===== src/core/smpc_pkg.sv =====
package smpc_pkg;

  // ---------------------------------------------------------------
  // Clocking and timing
  // ---------------------------------------------------------------
  localparam int unsigned CLK_HZ = 40000000;
  localparam int unsigned REF_HZ = 288000;
  localparam int unsigned REF_DIV = (CLK_HZ + REF_HZ / 2) / REF_HZ;
  localparam int unsigned BREAK_MS = 200;
  localparam int unsigned BREAK_CYCLES = (CLK_HZ / 1000) * BREAK_MS;
  localparam int unsigned OVERSAMPLE = 16;

  // ---------------------------------------------------------------
  // Rate selection and counter presets
  // ---------------------------------------------------------------
  typedef logic [2:0] smpc_baud_t;
  localparam smpc_baud_t BAUD_110 = 3'h0;
  localparam smpc_baud_t BAUD_300 = 3'h1;
  localparam smpc_baud_t BAUD_1200 = 3'h2;
  localparam smpc_baud_t BAUD_1800 = 3'h3;
  localparam smpc_baud_t BAUD_2000 = 3'h4;
  localparam logic [3:0] PRE1_15 = 4'hf;
  localparam logic [3:0] PRE1_10 = 4'ha;
  localparam logic [3:0] PRE1_9 = 4'h9;
  localparam logic [3:0] PRE2_11 = 4'hb;
  localparam logic [3:0] PRE2_4 = 4'h4;
  localparam logic [3:0] PRE2_1 = 4'h1;

  // ---------------------------------------------------------------
  // Parity selection
  // ---------------------------------------------------------------
  typedef logic [1:0] smpc_par_t;
  localparam smpc_par_t PAR_OFF = 2'h0;
  localparam smpc_par_t PAR_ODD = 2'h1;
  localparam smpc_par_t PAR_EVEN = 2'h2;
  localparam logic [3:0] BITS_NOPAR = 4'h8;
  localparam logic [3:0] BITS_PAR = 4'h7;

  // ---------------------------------------------------------------
  // Command codes {bit7, bit6, bit5, bit0}
  // ---------------------------------------------------------------
  typedef logic [3:0] smpc_cmd_t;
  localparam smpc_cmd_t CMD_MRESET = 4'h2;
  localparam smpc_cmd_t CMD_BREAK = 4'h3;
  localparam smpc_cmd_t CMD_DTR_ON = 4'h8;
  localparam smpc_cmd_t CMD_RTS_ON = 4'h9;
  localparam smpc_cmd_t CMD_RX_ON = 4'ha;
  localparam smpc_cmd_t CMD_TX_ON = 4'hb;
  localparam smpc_cmd_t CMD_DTR_OFF = 4'hc;
  localparam smpc_cmd_t CMD_RTS_OFF = 4'hd;
  localparam smpc_cmd_t CMD_RX_OFF = 4'he;
  localparam smpc_cmd_t CMD_TX_OFF = 4'hf;

  // ---------------------------------------------------------------
  // Response bus bit positions
  // ---------------------------------------------------------------
  localparam int unsigned RB_CD = 0;
  localparam int unsigned RB_MODE = 0;
  localparam int unsigned RB_TXAV = 3;
  localparam int unsigned RB_RING = 4;
  localparam int unsigned RB_PE = 5;
  localparam int unsigned RB_FE = 6;
  localparam int unsigned RB_OE = 7;

  // ---------------------------------------------------------------
  // Serial state machine
  // ---------------------------------------------------------------
  typedef enum logic [4:0] {
    SER_IDLE = 5'h01,
    SER_START = 5'h02,
    SER_DATA = 5'h04,
    SER_PAR = 5'h08,
    SER_STOP = 5'h10
  } smpc_ser_t;

  localparam logic [3:0] TICK_MID = 4'h7;
  localparam logic [3:0] TICK_LAST = 4'hf;

  // Parity of a character under the selected mode
  function automatic logic smpc_parity(input logic [7:0] d, input smpc_par_t sel);
    smpc_parity = ^d[6:0] ^ (sel == PAR_ODD);
  endfunction

endpackage


===== src/core/smpc_shift_clock.sv =====
`timescale 1ns/10ps
module smpc_shift_clock #(
  parameter int unsigned REF_COUNT = smpc_pkg::REF_DIV
) (
  input wire logic clk_in,
  input wire logic rst_n_in,
  input wire logic [3:0] preset1_in,
  input wire logic [3:0] preset2_in,
  output logic serial_shift_clock_out
);
  import smpc_pkg::*;

  logic [7:0] ref_cnt_q;
  logic [3:0] st1_q;
  logic [3:0] st2_q;
  wire reference_divider_input = (ref_cnt_q == 8'(REF_COUNT - 1));
  wire st1_wrap = reference_divider_input && (st1_q >= preset1_in - 4'h1);
  wire st2_wrap = st1_wrap && (st2_q >= preset2_in - 4'h1);

  // ---------------------------------------------------------------
  // Reference tick, then two cascaded preset stages
  // ---------------------------------------------------------------
  always_ff @(posedge clk_in or negedge rst_n_in) begin
    if (!rst_n_in) begin
      ref_cnt_q <= 8'h00;
      st1_q <= 4'h0;
      st2_q <= 4'h0;
      serial_shift_clock_out <= 1'b0;
    end else begin
      ref_cnt_q <= reference_divider_input ? 8'h00 : ref_cnt_q + 8'h01;
      if (reference_divider_input) begin
        st1_q <= st1_wrap ? 4'h0 : st1_q + 4'h1;
      end
      if (st1_wrap) begin
        st2_q <= st2_wrap ? 4'h0 : st2_q + 4'h1;
      end
      serial_shift_clock_out <= st2_wrap;
    end
  end

endmodule


===== src/core/smpc_top.sv =====
`timescale 1ns/10ps
// How it works
// - Codes 0000/0001 read status; 01xx do nothing
// - 0010 master reset; 0011 fires break
// - 10xx turn on DTR, RTS, receiver, transmitter
// - 11xx turn off DTR, RTS, receiver, transmitter
// - Status: carrier, transmitter available, ring indicator
// - Poll: mode bit, card address, error flags
// - Shift clock: 288 kHz through two stages
// - Rate selects the two counter presets
// - Inverted line data reaches receiver only with carrier
// - Line low for mark, high for space/break
// - Break holds space about 200 ms
// - Parity off: no parity, eight bits
// - Odd: parity on, seven bits, odd
// - Even: parity on, seven bits, even
// - Commands act only on matching card address
// - Framing: missing stop; overrun: unread character
module smpc_top #(
  parameter int unsigned BREAK_LEN = smpc_pkg::BREAK_CYCLES,
  parameter int unsigned REF_COUNT = smpc_pkg::REF_DIV
) (
  input wire logic clk_in,
  input wire logic rst_n_in,
  input wire logic [7:0] host_address_in,
  input wire logic [3:0] card_address_in,
  input wire logic stat_in,
  input wire logic poll_in,
  input wire logic io_data_transfer_in,
  input wire smpc_pkg::smpc_baud_t baud_sel_in,
  input wire smpc_pkg::smpc_par_t parity_sel_in,
  input wire logic carrier_detect_in,
  input wire logic ring_indicator_in,
  input wire logic clear_to_send_in,
  input wire logic line_rx_in,
  output logic line_tx_out,
  output logic dtr_out,
  output logic rts_out,
  output logic rx_enable_out,
  output logic tx_enable_out,
  output logic [7:0] response_bus_out,
  output logic response_valid_out
);
  import smpc_pkg::*;

  // ---------------------------------------------------------------
  // Shift clock and character format
  // ---------------------------------------------------------------
  wire is_110 = (baud_sel_in == BAUD_110);
  wire is_300 = (baud_sel_in == BAUD_300);
  wire is_1800 = (baud_sel_in == BAUD_1800);
  wire is_2000 = (baud_sel_in == BAUD_2000);
  wire [3:0] preset1 = is_1800 ? PRE1_10 : (is_2000 ? PRE1_9 : PRE1_15);
  wire [3:0] preset2 = is_110 ? PRE2_11 : (is_300 ? PRE2_4 : PRE2_1);
  wire tick;
  wire par_on = (parity_sel_in != PAR_OFF);
  wire [3:0] char_bits = par_on ? BITS_PAR : BITS_NOPAR;

  smpc_shift_clock #(.REF_COUNT(REF_COUNT)) u_clk (
    .clk_in(clk_in),
    .rst_n_in(rst_n_in),
    .preset1_in(preset1),
    .preset2_in(preset2),
    .serial_shift_clock_out(tick)
  );

  // ---------------------------------------------------------------
  // Command decode
  // ---------------------------------------------------------------
  wire addr_hit = (host_address_in[4:1] == card_address_in);
  wire cmd_go = stat_in && addr_hit;
  wire [3:0] cmd = {host_address_in[7:5], host_address_in[0]};
  wire mreset = cmd_go && (cmd == CMD_MRESET);
  wire brk_fire = cmd_go && (cmd == CMD_BREAK);

  logic dtr_q, rts_q, rx_en_q, tx_en_q;
  logic [22:0] brk_cnt_q;
  wire brk_on = (brk_cnt_q != 23'h0);

  always_ff @(posedge clk_in or negedge rst_n_in) begin
    if (!rst_n_in) begin
      dtr_q <= 1'b0;
      rts_q <= 1'b0;
      rx_en_q <= 1'b0;
      tx_en_q <= 1'b0;
      brk_cnt_q <= 23'h0;
    end else if (mreset) begin
      dtr_q <= 1'b0;
      rts_q <= 1'b0;
      rx_en_q <= 1'b0;
      tx_en_q <= 1'b0;
      brk_cnt_q <= 23'h0;
    end else begin
      if (cmd_go && cmd[3]) begin
        unique case (cmd)
          CMD_DTR_ON: dtr_q <= 1'b1;
          CMD_RTS_ON: rts_q <= 1'b1;
          CMD_RX_ON: rx_en_q <= 1'b1;
          CMD_TX_ON: tx_en_q <= 1'b1;
          CMD_DTR_OFF: dtr_q <= 1'b0;
          CMD_RTS_OFF: rts_q <= 1'b0;
          CMD_RX_OFF: rx_en_q <= 1'b0;
          default: tx_en_q <= 1'b0;
        endcase
      end
      if (brk_fire) begin
        brk_cnt_q <= 23'(BREAK_LEN);
      end else if (brk_on) begin
        brk_cnt_q <= brk_cnt_q - 23'h1;
      end
    end
  end

  // ---------------------------------------------------------------
  // Receiver
  // ---------------------------------------------------------------
  wire rx_line = carrier_detect_in ? ~line_rx_in : 1'b1;
  smpc_ser_t rx_st_q;
  logic [3:0] rx_tick_q, rx_n_q;
  logic [7:0] rx_sh_q, rx_data_q;
  logic rx_par_q, rx_rdy_q, pe_q, fe_q, oe_q;
  wire rx_last = (rx_tick_q == TICK_LAST);
  wire rx_bits_done = (rx_n_q == char_bits - 4'h1);
  wire [7:0] rx_char = par_on ? {1'b0, rx_sh_q[7:1]} : rx_sh_q;
  logic rx_sel_q, tx_sel_q;
  wire rx_take = io_data_transfer_in && rx_sel_q;
  wire rx_done = tick && rx_last && (rx_st_q == SER_STOP);

  always_ff @(posedge clk_in or negedge rst_n_in) begin
    if (!rst_n_in) begin
      rx_st_q <= SER_IDLE;
      rx_tick_q <= 4'h0;
      rx_n_q <= 4'h0;
      rx_sh_q <= 8'h00;
      rx_data_q <= 8'h00;
      rx_par_q <= 1'b0;
      rx_rdy_q <= 1'b0;
      pe_q <= 1'b0;
      fe_q <= 1'b0;
      oe_q <= 1'b0;
    end else begin
      if (rx_done) begin
        rx_data_q <= rx_char;
        rx_rdy_q <= 1'b1;
        fe_q <= ~rx_line;
        oe_q <= rx_rdy_q && !rx_take;
        pe_q <= par_on && (rx_par_q != smpc_parity(rx_char, parity_sel_in));
      end else if (mreset) begin
        rx_rdy_q <= 1'b0;
        pe_q <= 1'b0;
        fe_q <= 1'b0;
        oe_q <= 1'b0;
      end else if (rx_take) begin
        rx_rdy_q <= 1'b0;
      end
      if (tick) begin
        rx_tick_q <= rx_tick_q + 4'h1;
        unique case (rx_st_q)
          SER_IDLE: begin
            rx_tick_q <= 4'h0;
            if (!rx_line) rx_st_q <= SER_START;
          end
          SER_START: begin
            if (rx_tick_q == TICK_MID) begin
              rx_tick_q <= 4'h0;
              rx_n_q <= 4'h0;
              rx_st_q <= rx_line ? SER_IDLE : SER_DATA;
            end
          end
          SER_DATA: begin
            if (rx_last) begin
              rx_sh_q <= {rx_line, rx_sh_q[7:1]};
              rx_n_q <= rx_n_q + 4'h1;
              if (rx_bits_done) rx_st_q <= par_on ? SER_PAR : SER_STOP;
            end
          end
          SER_PAR: begin
            if (rx_last) begin
              rx_par_q <= rx_line;
              rx_st_q <= SER_STOP;
            end
          end
          SER_STOP: begin
            if (rx_last) rx_st_q <= SER_IDLE;
          end
        endcase
      end
    end
  end

  // ---------------------------------------------------------------
  // Transmitter
  // ---------------------------------------------------------------
  smpc_ser_t tx_st_q;
  logic [3:0] tx_tick_q, tx_n_q;
  logic [7:0] tx_hold_q, tx_sh_q;
  logic tx_full_q, tx_out_q, tx_par_q;
  wire tx_last = (tx_tick_q == TICK_LAST);
  wire tx_avail = clear_to_send_in && !tx_full_q && tx_en_q && !brk_on;
  wire tx_load = io_data_transfer_in && tx_sel_q;
  wire tx_start = tick && (tx_st_q == SER_IDLE) && tx_full_q;

  always_ff @(posedge clk_in or negedge rst_n_in) begin
    if (!rst_n_in) begin
      tx_st_q <= SER_IDLE;
      tx_tick_q <= 4'h0;
      tx_n_q <= 4'h0;
      tx_hold_q <= 8'h00;
      tx_sh_q <= 8'h00;
      tx_full_q <= 1'b0;
      tx_out_q <= 1'b1;
      tx_par_q <= 1'b0;
    end else begin
      if (tx_load) begin
        tx_hold_q <= host_address_in;
        tx_full_q <= 1'b1;
      end else if (tx_start || mreset) begin
        tx_full_q <= 1'b0;
      end
      if (tick) begin
        tx_tick_q <= tx_tick_q + 4'h1;
        unique case (tx_st_q)
          SER_IDLE: begin
            tx_tick_q <= 4'h0;
            tx_out_q <= 1'b1;
            if (tx_full_q) begin
              tx_sh_q <= tx_hold_q;
              tx_par_q <= smpc_parity(tx_hold_q, parity_sel_in);
              tx_out_q <= 1'b0;
              tx_st_q <= SER_START;
            end
          end
          SER_START: begin
            if (tx_last) begin
              tx_n_q <= 4'h0;
              tx_out_q <= tx_sh_q[0];
              tx_st_q <= SER_DATA;
            end
          end
          SER_DATA: begin
            if (tx_last) begin
              tx_sh_q <= {1'b0, tx_sh_q[7:1]};
              tx_n_q <= tx_n_q + 4'h1;
              tx_out_q <= tx_sh_q[1];
              if (tx_n_q == char_bits - 4'h1) begin
                tx_out_q <= par_on ? tx_par_q : 1'b1;
                tx_st_q <= par_on ? SER_PAR : SER_STOP;
              end
            end
          end
          SER_PAR: begin
            if (tx_last) begin
              tx_out_q <= 1'b1;
              tx_st_q <= SER_STOP;
            end
          end
          SER_STOP: begin
            if (tx_last) tx_st_q <= SER_IDLE;
          end
        endcase
      end
    end
  end

  // ---------------------------------------------------------------
  // Host responses
  // ---------------------------------------------------------------
  wire rx_mode = rx_rdy_q && rx_en_q;
  wire poll_hit = poll_in && (rx_mode || tx_avail);
  wire stat_read = cmd_go && !cmd[3] && !cmd[2] && !cmd[1];
  wire [2:0] errs = {oe_q, fe_q, pe_q};
  wire [7:0] stat_word = {errs, ring_indicator_in, tx_avail, 2'b00, carrier_detect_in};
  wire [7:0] poll_word = {errs, card_address_in, rx_mode};

  always_ff @(posedge clk_in or negedge rst_n_in) begin
    if (!rst_n_in) begin
      rx_sel_q <= 1'b0;
      tx_sel_q <= 1'b0;
      response_bus_out <= 8'h00;
      response_valid_out <= 1'b0;
      line_tx_out <= 1'b0;
      dtr_out <= 1'b0;
      rts_out <= 1'b0;
      rx_enable_out <= 1'b0;
      tx_enable_out <= 1'b0;
    end else begin
      response_valid_out <= stat_read || poll_hit || rx_take;
      if (stat_read) begin
        response_bus_out <= stat_word;
      end else if (poll_hit) begin
        response_bus_out <= poll_word;
      end else if (rx_take) begin
        response_bus_out <= rx_data_q;
      end
      if (poll_hit) begin
        rx_sel_q <= rx_mode;
        tx_sel_q <= !rx_mode;
      end else if (io_data_transfer_in || mreset) begin
        rx_sel_q <= 1'b0;
        tx_sel_q <= 1'b0;
      end
      line_tx_out <= ~tx_out_q || brk_on;
      dtr_out <= dtr_q;
      rts_out <= rts_q;
      rx_enable_out <= rx_en_q;
      tx_enable_out <= tx_en_q;
    end
  end

endmodule


===== config.mk =====
export PLATFORM = sky130hd
export DESIGN_NAME = smpc_top
export DESIGN_NICKNAME = d
export VERILOG_FILES = /design/src/core/smpc_pkg.sv /design/src/core/smpc_shift_clock.sv /design/src/core/smpc_top.sv
export SDC_FILE = /design/constraint.sdc
export NUM_CORES = 1
export LEC_CHECK = 0
export BUFFER_PORTS_ARGS = -buffer_cell sky130_fd_sc_hd__buf_4
export CAP_MARGIN = 10
export CORE_UTILIZATION = 40
export DETAILED_ROUTE_END_ITERATION = 12
export PLACE_DENSITY = 0.64
export SYNTH_ARGS = -nofsm -noshare
export SYNTH_HDL_FRONTEND = slang
export SYNTH_SLANG_ARGS = --single-unit

===== constraint.sdc =====
create_clock -name clk_in -period 2.75 [get_ports clk_in]
set_clock_uncertainty 0.15 [all_clocks]
set_input_delay 0.275 -clock clk_in [delete_from_list [all_inputs] [get_ports clk_in]]
set_output_delay 0.275 -clock clk_in [all_outputs]
set_load 0.05 [all_outputs]

# Word-level counts from Yosys, hierarchy flattened
# Index checks and enable logic that the tools add are counted.
classes:
  n_eq_ne: 44
  add_sub_neg: 11
  bitwise: 5
  n_reduce_logical: 68
  muxes: 75
  n_lt_le_gt_ge: 2
op_table:
  columns: ["cell", "count"]
  rows:
  - ["two-way mux 23 bit", 3]
  - ["two-way mux 5 bit", 13]
  - ["two-way mux 8 bit", 7]
  - ["case mux 5 bit (5 select lines)", 2]
  - ["two-way mux 4 bit", 10]
  - ["== test 4 bit, second input constant", 9]
  - ["two-way mux 1 bit", 27]
  - ["adder 4 x 1 -> 4 bit, second input constant", 6]
  - ["inequality test 2 bit, second input constant", 12]
  - ["case mux 4 bit (2 select lines)", 3]
  - ["nonzero test 23 bit", 1]
  - ["subtractor 23 x 1 -> 23 bit, second input constant", 1]
  - ["logical AND 1 bit", 22]
  - ["nonzero test 3 bit", 6]
  - ["case mux 8 bit (2 select lines)", 1]
  - ["nonzero test 2 bit", 8]
  - ["AND reduction 7 bit", 2]
  - ["parity 7 bit", 2]
  - ["== test 4 bit", 3]
  - ["two-way mux 3 bit", 4]
  - ["AND reduction 4 bit", 3]
  - ["subtractor 4 x 1 -> 4 bit, second input constant", 3]
  - ["== test 5 x 1 -> 1 bit, second input constant", 2]
  - ["== test 5 x 2 -> 1 bit, second input constant", 2]
  - ["26 further kinds", 53]
word_totals:
  input_bits: 26
  out_inout_bits: 14
  regBits: 126

# Longest topological paths before layout
logic_depth:
  ltp_word: 8
  mapped_depth: 10
  ltp_nobuf: 9

# By module
# Synthesis repeated with hierarchy kept, for this count alone.
hier_totals:
  cells_unflattened: 697
  area_unflattened_um2: 6782.8
modules_own_cells:
  columns: ["module", "seq_area_each_um2", "n_inst", "cells_per_inst", "area_each_um2"]
  rows:
  - ["smpc_top", 2731.4, 1, 589, 5686.7]
  - ["smpc_shift_clock", 425.4, 1, 108, 1096.1]

# Least setup slack after synthesis
# Ideal clock, no wire load.
synth_path:
  path_kind: "register to register"
  from: "register brk_cnt_q[0]"
  to: "register brk_cnt_q[6]"
  path_stages_with_launch: 10
  path_slack_ps: 459
  setup_ps: 132
  required_ps: 2468
  arrival_ps: 2009
  cell_sequence: "dfrtp_1 > inv_1 > ha_1 > or2b_1 > nor4b_4 > nand3_1 > clkbuf_1 > nand4b_1 > xor2_1 > nor2_1"
synth_between:
  elab_chain_cells: 4
  elab_cells_between_ends: 6
  cone_classes: "add/sub (1); mux (3); reduce/logical (2)"
synth_rtl:
  columns: ["item", "line", "source"]
  rows:
  - ["from (decl)", "smpc_top.sv:77", "logic [22:0] brk_cnt_q;"]
  - ["from (signal assigned)", "smpc_top.sv:107", "brk_cnt_q <= 23'(BREAK_LEN);"]
  - ["from (signal assigned)", "smpc_top.sv:109", "brk_cnt_q <= brk_cnt_q - 23'h1;"]
  - ["subtractor 23 x 1 -> 23 bit", "smpc_top.sv:109", null]
  - ["two-way mux 23 bit", "smpc_top.sv:108", "end else if (brk_on) begin"]
  - ["two-way mux 23 bit", "smpc_top.sv:106", "if (brk_fire) begin"]
  - ["two-way mux 23 bit", "smpc_top.sv:87", "end else if (mreset) begin"]
# Several ways; a longest one is shown, not always the timed one. The select of a mux whose other input is x is not followed.
# A chain may end at the register's enable or synchronous reset.

# Worst setup path in the final report
layout_path:
  from: "register brk_cnt_q[0]"
  to: "register response_bus_out[3]"
layout_between:
  elab_chain_cells: 7
  elab_cells_between_ends: 8
  cone_classes: "mux (2); reduce/logical (6)"
layout_rtl:
  columns: ["item", "line", "source"]
  rows:
  - ["nonzero test 23 bit (*)", "smpc_top.sv:78", "wire brk_on = (brk_cnt_q != 23'h0);"]
  - ["logical NOT 1 bit (*)", "smpc_top.sv:199", "wire tx_avail = clear_to_send_in && !tx_full_q && tx_en_q && !brk_on;"]
  - ["logical AND 1 bit (*)", "smpc_top.sv:199", null]
  - ["logical OR 1 bit", "smpc_top.sv:269", "wire poll_hit = poll_in && (rx_mode || tx_avail);"]
  - ["logical AND 1 bit", "smpc_top.sv:269", null]
  - ["two-way mux 8 bit", "smpc_top.sv:290", "end else if (poll_hit) begin"]
  - ["two-way mux 8 bit", "smpc_top.sv:288", "if (stat_read) begin"]
  - ["to (signal assigned)", "smpc_top.sv:289", "response_bus_out <= stat_word;"]
  - ["to (signal assigned)", "smpc_top.sv:291", "response_bus_out <= poll_word;"]
  - ["to (signal assigned)", "smpc_top.sv:293", "response_bus_out <= rx_data_q;"]
  - ["to (decl)", "smpc_top.sv:41", "output logic [7:0] response_bus_out,"]
# Every way passes the cells marked *; elsewhere a longest branch is shown, timed or not.

==> impl_metrics.ini <==
[clock_network]
cts_tree = yes
cts_inserted_buffers = 17
cts-root-buf = clkbuf_16
post_cts_buffers = 0
htreeDepth = 4
clock_latency_ps = 420
path_clk_slew_ps = 60
clockBufferDepth = 2
clkSinkCount = 126
post_cts_resized = 0

[pwr]
leakagePower_nw = 3.53
internal_power_mw = 3.77
p_sw_frac = 0.291
pwr-share-seq = 0.420
power-per-cell-area_mw_per_mm2 = 664
peakVddDrop_mv = 0.501
clkPwrFrac = 0.408
power_frac_comb = 0.172
switchingPower_mw = 1.55

[die]
coreArea_mm2 = 0.0165
num_io_pins = 40
num_rows = 47
dieHeight_um = 132
die_w_um = 132
start_util = 0.408
die_area_mm2 = 0.0173

[setup_path]
arrival_ps = 2690
crit_path_end_kind = flip-flop
cp-start-kind = flip-flop
crit_chain = inv_1 -> ha_1 -> or2b_1 -> nor4b_4 -> nand4_4 -> nand2_4 -> o31ai_1 -> a311o_1
worstRegToRegCells = 8
worstPathMaxFanout = 7
required_ps = 2900
critical_path_class = flip-flop to flip-flop
cp_slowest_cell = nor4b_4
critical-path-max-stage-delay_ps = 440

[status]
status = completed

[grt]
antenna_found_initial = 0
grt_pass1_wl_um = 25000
grtUsageTotal = 0.181
grt_pass1_vias = 5194
grt_max_degree = 66
gr-total-overflow = 0

[routing]
num_vias = 5268
postRouteAntennaNets = 0
viasPerCell = 5.35
drt_iter0_drc = 297
drcViolationCount = 0
post_drt_wl_per_cell_um = 14.9
dr.pass1.iters = 5
wl_um = 14700

[job]
maxCapViolations = 0

[final_layout]
diodes = 0
syn2layout_area_growth_pct = 19.1
drive_above_1_share = 0.182
utilization = 0.486
layout.nets = 797
fillerInstances = 1527

[logic_synthesis]
syn_nets = 734
netlist_instances = 691
synth_top_area_cell = dfrtp_1
synthTopCellsByArea = dfrtp_1, nand2_1, mux2_2
yosysSeqAreaShare = 0.470
synth_flop_cell = dfrtp_1
ys_warn_count = 0
ys_ff_latch = 126
avgSynthCellArea_um2 = 9.72
synth_edf_count = 0
async_reset_ff_frac = 1.00
yosysUniqueCellTypes = 67
yosysTopAreaCellShare = 0.458
syn-cell-area_mm2 = 0.00672

[timing]
fin_crit_ps = 2540
rsz0062_at_grt = false
layout_worst_path_cycle_share = 0.925
worst_pin_slew_ps = 844
drv_slew = 0
setup_viol = 0
finalSetupTns_ps = 0
max-slew-margin-rel = 0.438
hold_violations = 0
fmax_mhz = 393

[place]
place_congestion = 0.826
io_buffers = 39
dp_hpwl_um = 10400

[hold_path]
min_path_cells = 3
hold_path_class = primary input to flip-flop
[synthesized netlist by cell type, types with 2 or more instances]
master / count
dfrtp_1: 123
nand2_1: 88
nor2_1: 64
o21ai_0: 41
xnor2_1: 31
nand3_1: 30
mux2_2: 28
a21oi_1: 27
inv_1: 21
clkbuf_1: 17
ha_1: 17
nor3_1: 17
mux2i_1: 15
and3_1: 14
xor2_1: 13
nand2b_1: 11
a31oi_1: 10
nor4_1: 10
o22ai_1: 10
or3_1: 9
o31ai_1: 6
a21o_1: 5
buf_2: 5
nor3b_1: 5
or2_2: 5
nand4_1: 4
nor2b_1: 4
a211oi_1: 3
and2_1: 3
dfstp_2: 3
nand4b_1: 3
nor4_4: 3
or4_1: 3
a21boi_0: 2
conb_1: 2
nand3b_1: 2
nor4_2: 2
o211ai_1: 2
o21a_1: 2
o2bb2ai_1: 2
o41ai_1: 2
or4_4: 2
[critical path, delay by kind of cell, from the launching register on]
family / cells / cell delay [ps]
buffers and inverters: 1 / 80
AOI/OAI and AO/OA: 2 / 450
adders and majority gates: 1 / 170
DFF: 1 / 410
and+or+nand+nor: 4 / 1180
[power groups by stage]
stage	clock (mW)	sequential, mW	combinational (mW)
global placement	0	2.25	0.891
detailed placement	0	2.26	0.909
global route	2.31	2.25	0.997
floorplan	0	2.43	0.404
CTS	2.21	2.23	0.927
finish	2.17	2.23	0.916
[worst paths after layout]
check	from	endpoint	slack (ps)
setup / recovery	brk_cnt_q[0]$_DFFE_PN0P_	response_bus_out[3]$_DFFE_PN0P_	210
min in group asynchronous	rst_n_in	rx_st_q[1]$_DFFE_PN0P_	370
max in group asynchronous	rst_n_in	tx_st_q[0]$_DFFE_PN1P_	1300
setup reg to reg	brk_cnt_q[0]$_DFFE_PN0P_	response_bus_out[3]$_DFFE_PN0P_	210
hold reg to reg	rts_q$_DFFE_PN0P_	rts_out$_DFF_PN0_	260
hold / removal	host_address_in[7]	tx_en_q$_DFFE_PN0P_	30
[cell families (layout without fill, tap and decap cells)]
kind of cell    count (synthesis)  count (layout)  synth area share
other cells                     2               2           0.00112
simple gates                  290             290             0.229
compound gates                125             125             0.115
fa+ha+maj                      17              17            0.0317
xor+xnor                       44              44            0.0574
mux                            44              44            0.0709
flops                         126             126             0.470
buf+inv                        43             117            0.0250
[cell usage in the layout, fill, tap and decap left out, types with 3 or more instances in the layout]
cell type,instances
dfrtp_1,123
nand2_1,88
nor2_1,64
buf_4,55
o21ai_0,41
xnor2_1,31
nand3_1,30
mux2_2,28
a21oi_1,27
inv_1,21
nor3_1,17
ha_1,17
clkbuf_16,17
mux2i_1,15
and3_1,14
xor2_1,13
nand2b_1,11
nor4_1,10
a31oi_1,10
o22ai_1,10
dlygate4sd3_1,10
or3_1,9
o31ai_1,6
clkinv_2,6
or2_2,5
a21o_1,5
nor3b_1,5
nand4_1,4
nor2b_1,4
nor4_4,3
and2_1,3
or4_1,3
a211oi_1,3
nand4b_1,3
clkbuf_8,3
dfstp_2,3
[sequential cells by signal (all words and copies together) (netlist names), 4 cells and up]
register          cells
response_bus_out      8
tx_sh_q               8
rx_st_q               5
u_clk.ref_cnt_q       8
u_clk.st2_q           4
rx_sh_q               8
tx_tick_q             4
rx_tick_q             4
tx_n_q                4
rx_data_q             8
u_clk.st1_q           4
rx_n_q                4
tx_st_q               5
tx_hold_q             8
brk_cnt_q            23
[per-stage QoR]
step                instance area [µm²]  hold slack, ps  power [mW]  std cells  setup WS (ps)
floorplan                          6720            -171        2.83        691            459
global placement                   7340             237        3.14        945            346
detailed placement                 7340             245        3.17        945            229
CTS                                7990            3.07        5.36        984            225
global route                       8000            25.6        5.56        985            101
finish                             8000            29.1        5.32        985            207
[what timing repair did]
action | 4_1_cts | 5_1_grt
endpoints found under the setup margin | 0 | 0
endpoints found under the hold margin | 68 | 1
hold buffers | 9 | 1
[final cells by class]
cell class                 count  area [µm²]  area share
timing repair buffer          66         533      0.0666
inverter                      21        78.8     0.00985
clock buffer                  22         474      0.0593
tap                          220         275      0.0344
clock inverter                 8        90.1      0.0113
multi-input combinational    522        3390       0.424
sequential                   126        3160       0.394
[per-layer routing]
metal	vias to the layer above	track usage	routed length (µm)
met2	110	0.295	7390
met3	23	0.0505	625
li1	2579	-	-
met5	-	0	0
met4	0	0.0678	204
met1	2556	0.229	6490
No activity file was read; power rests on OpenSTA's default activity.
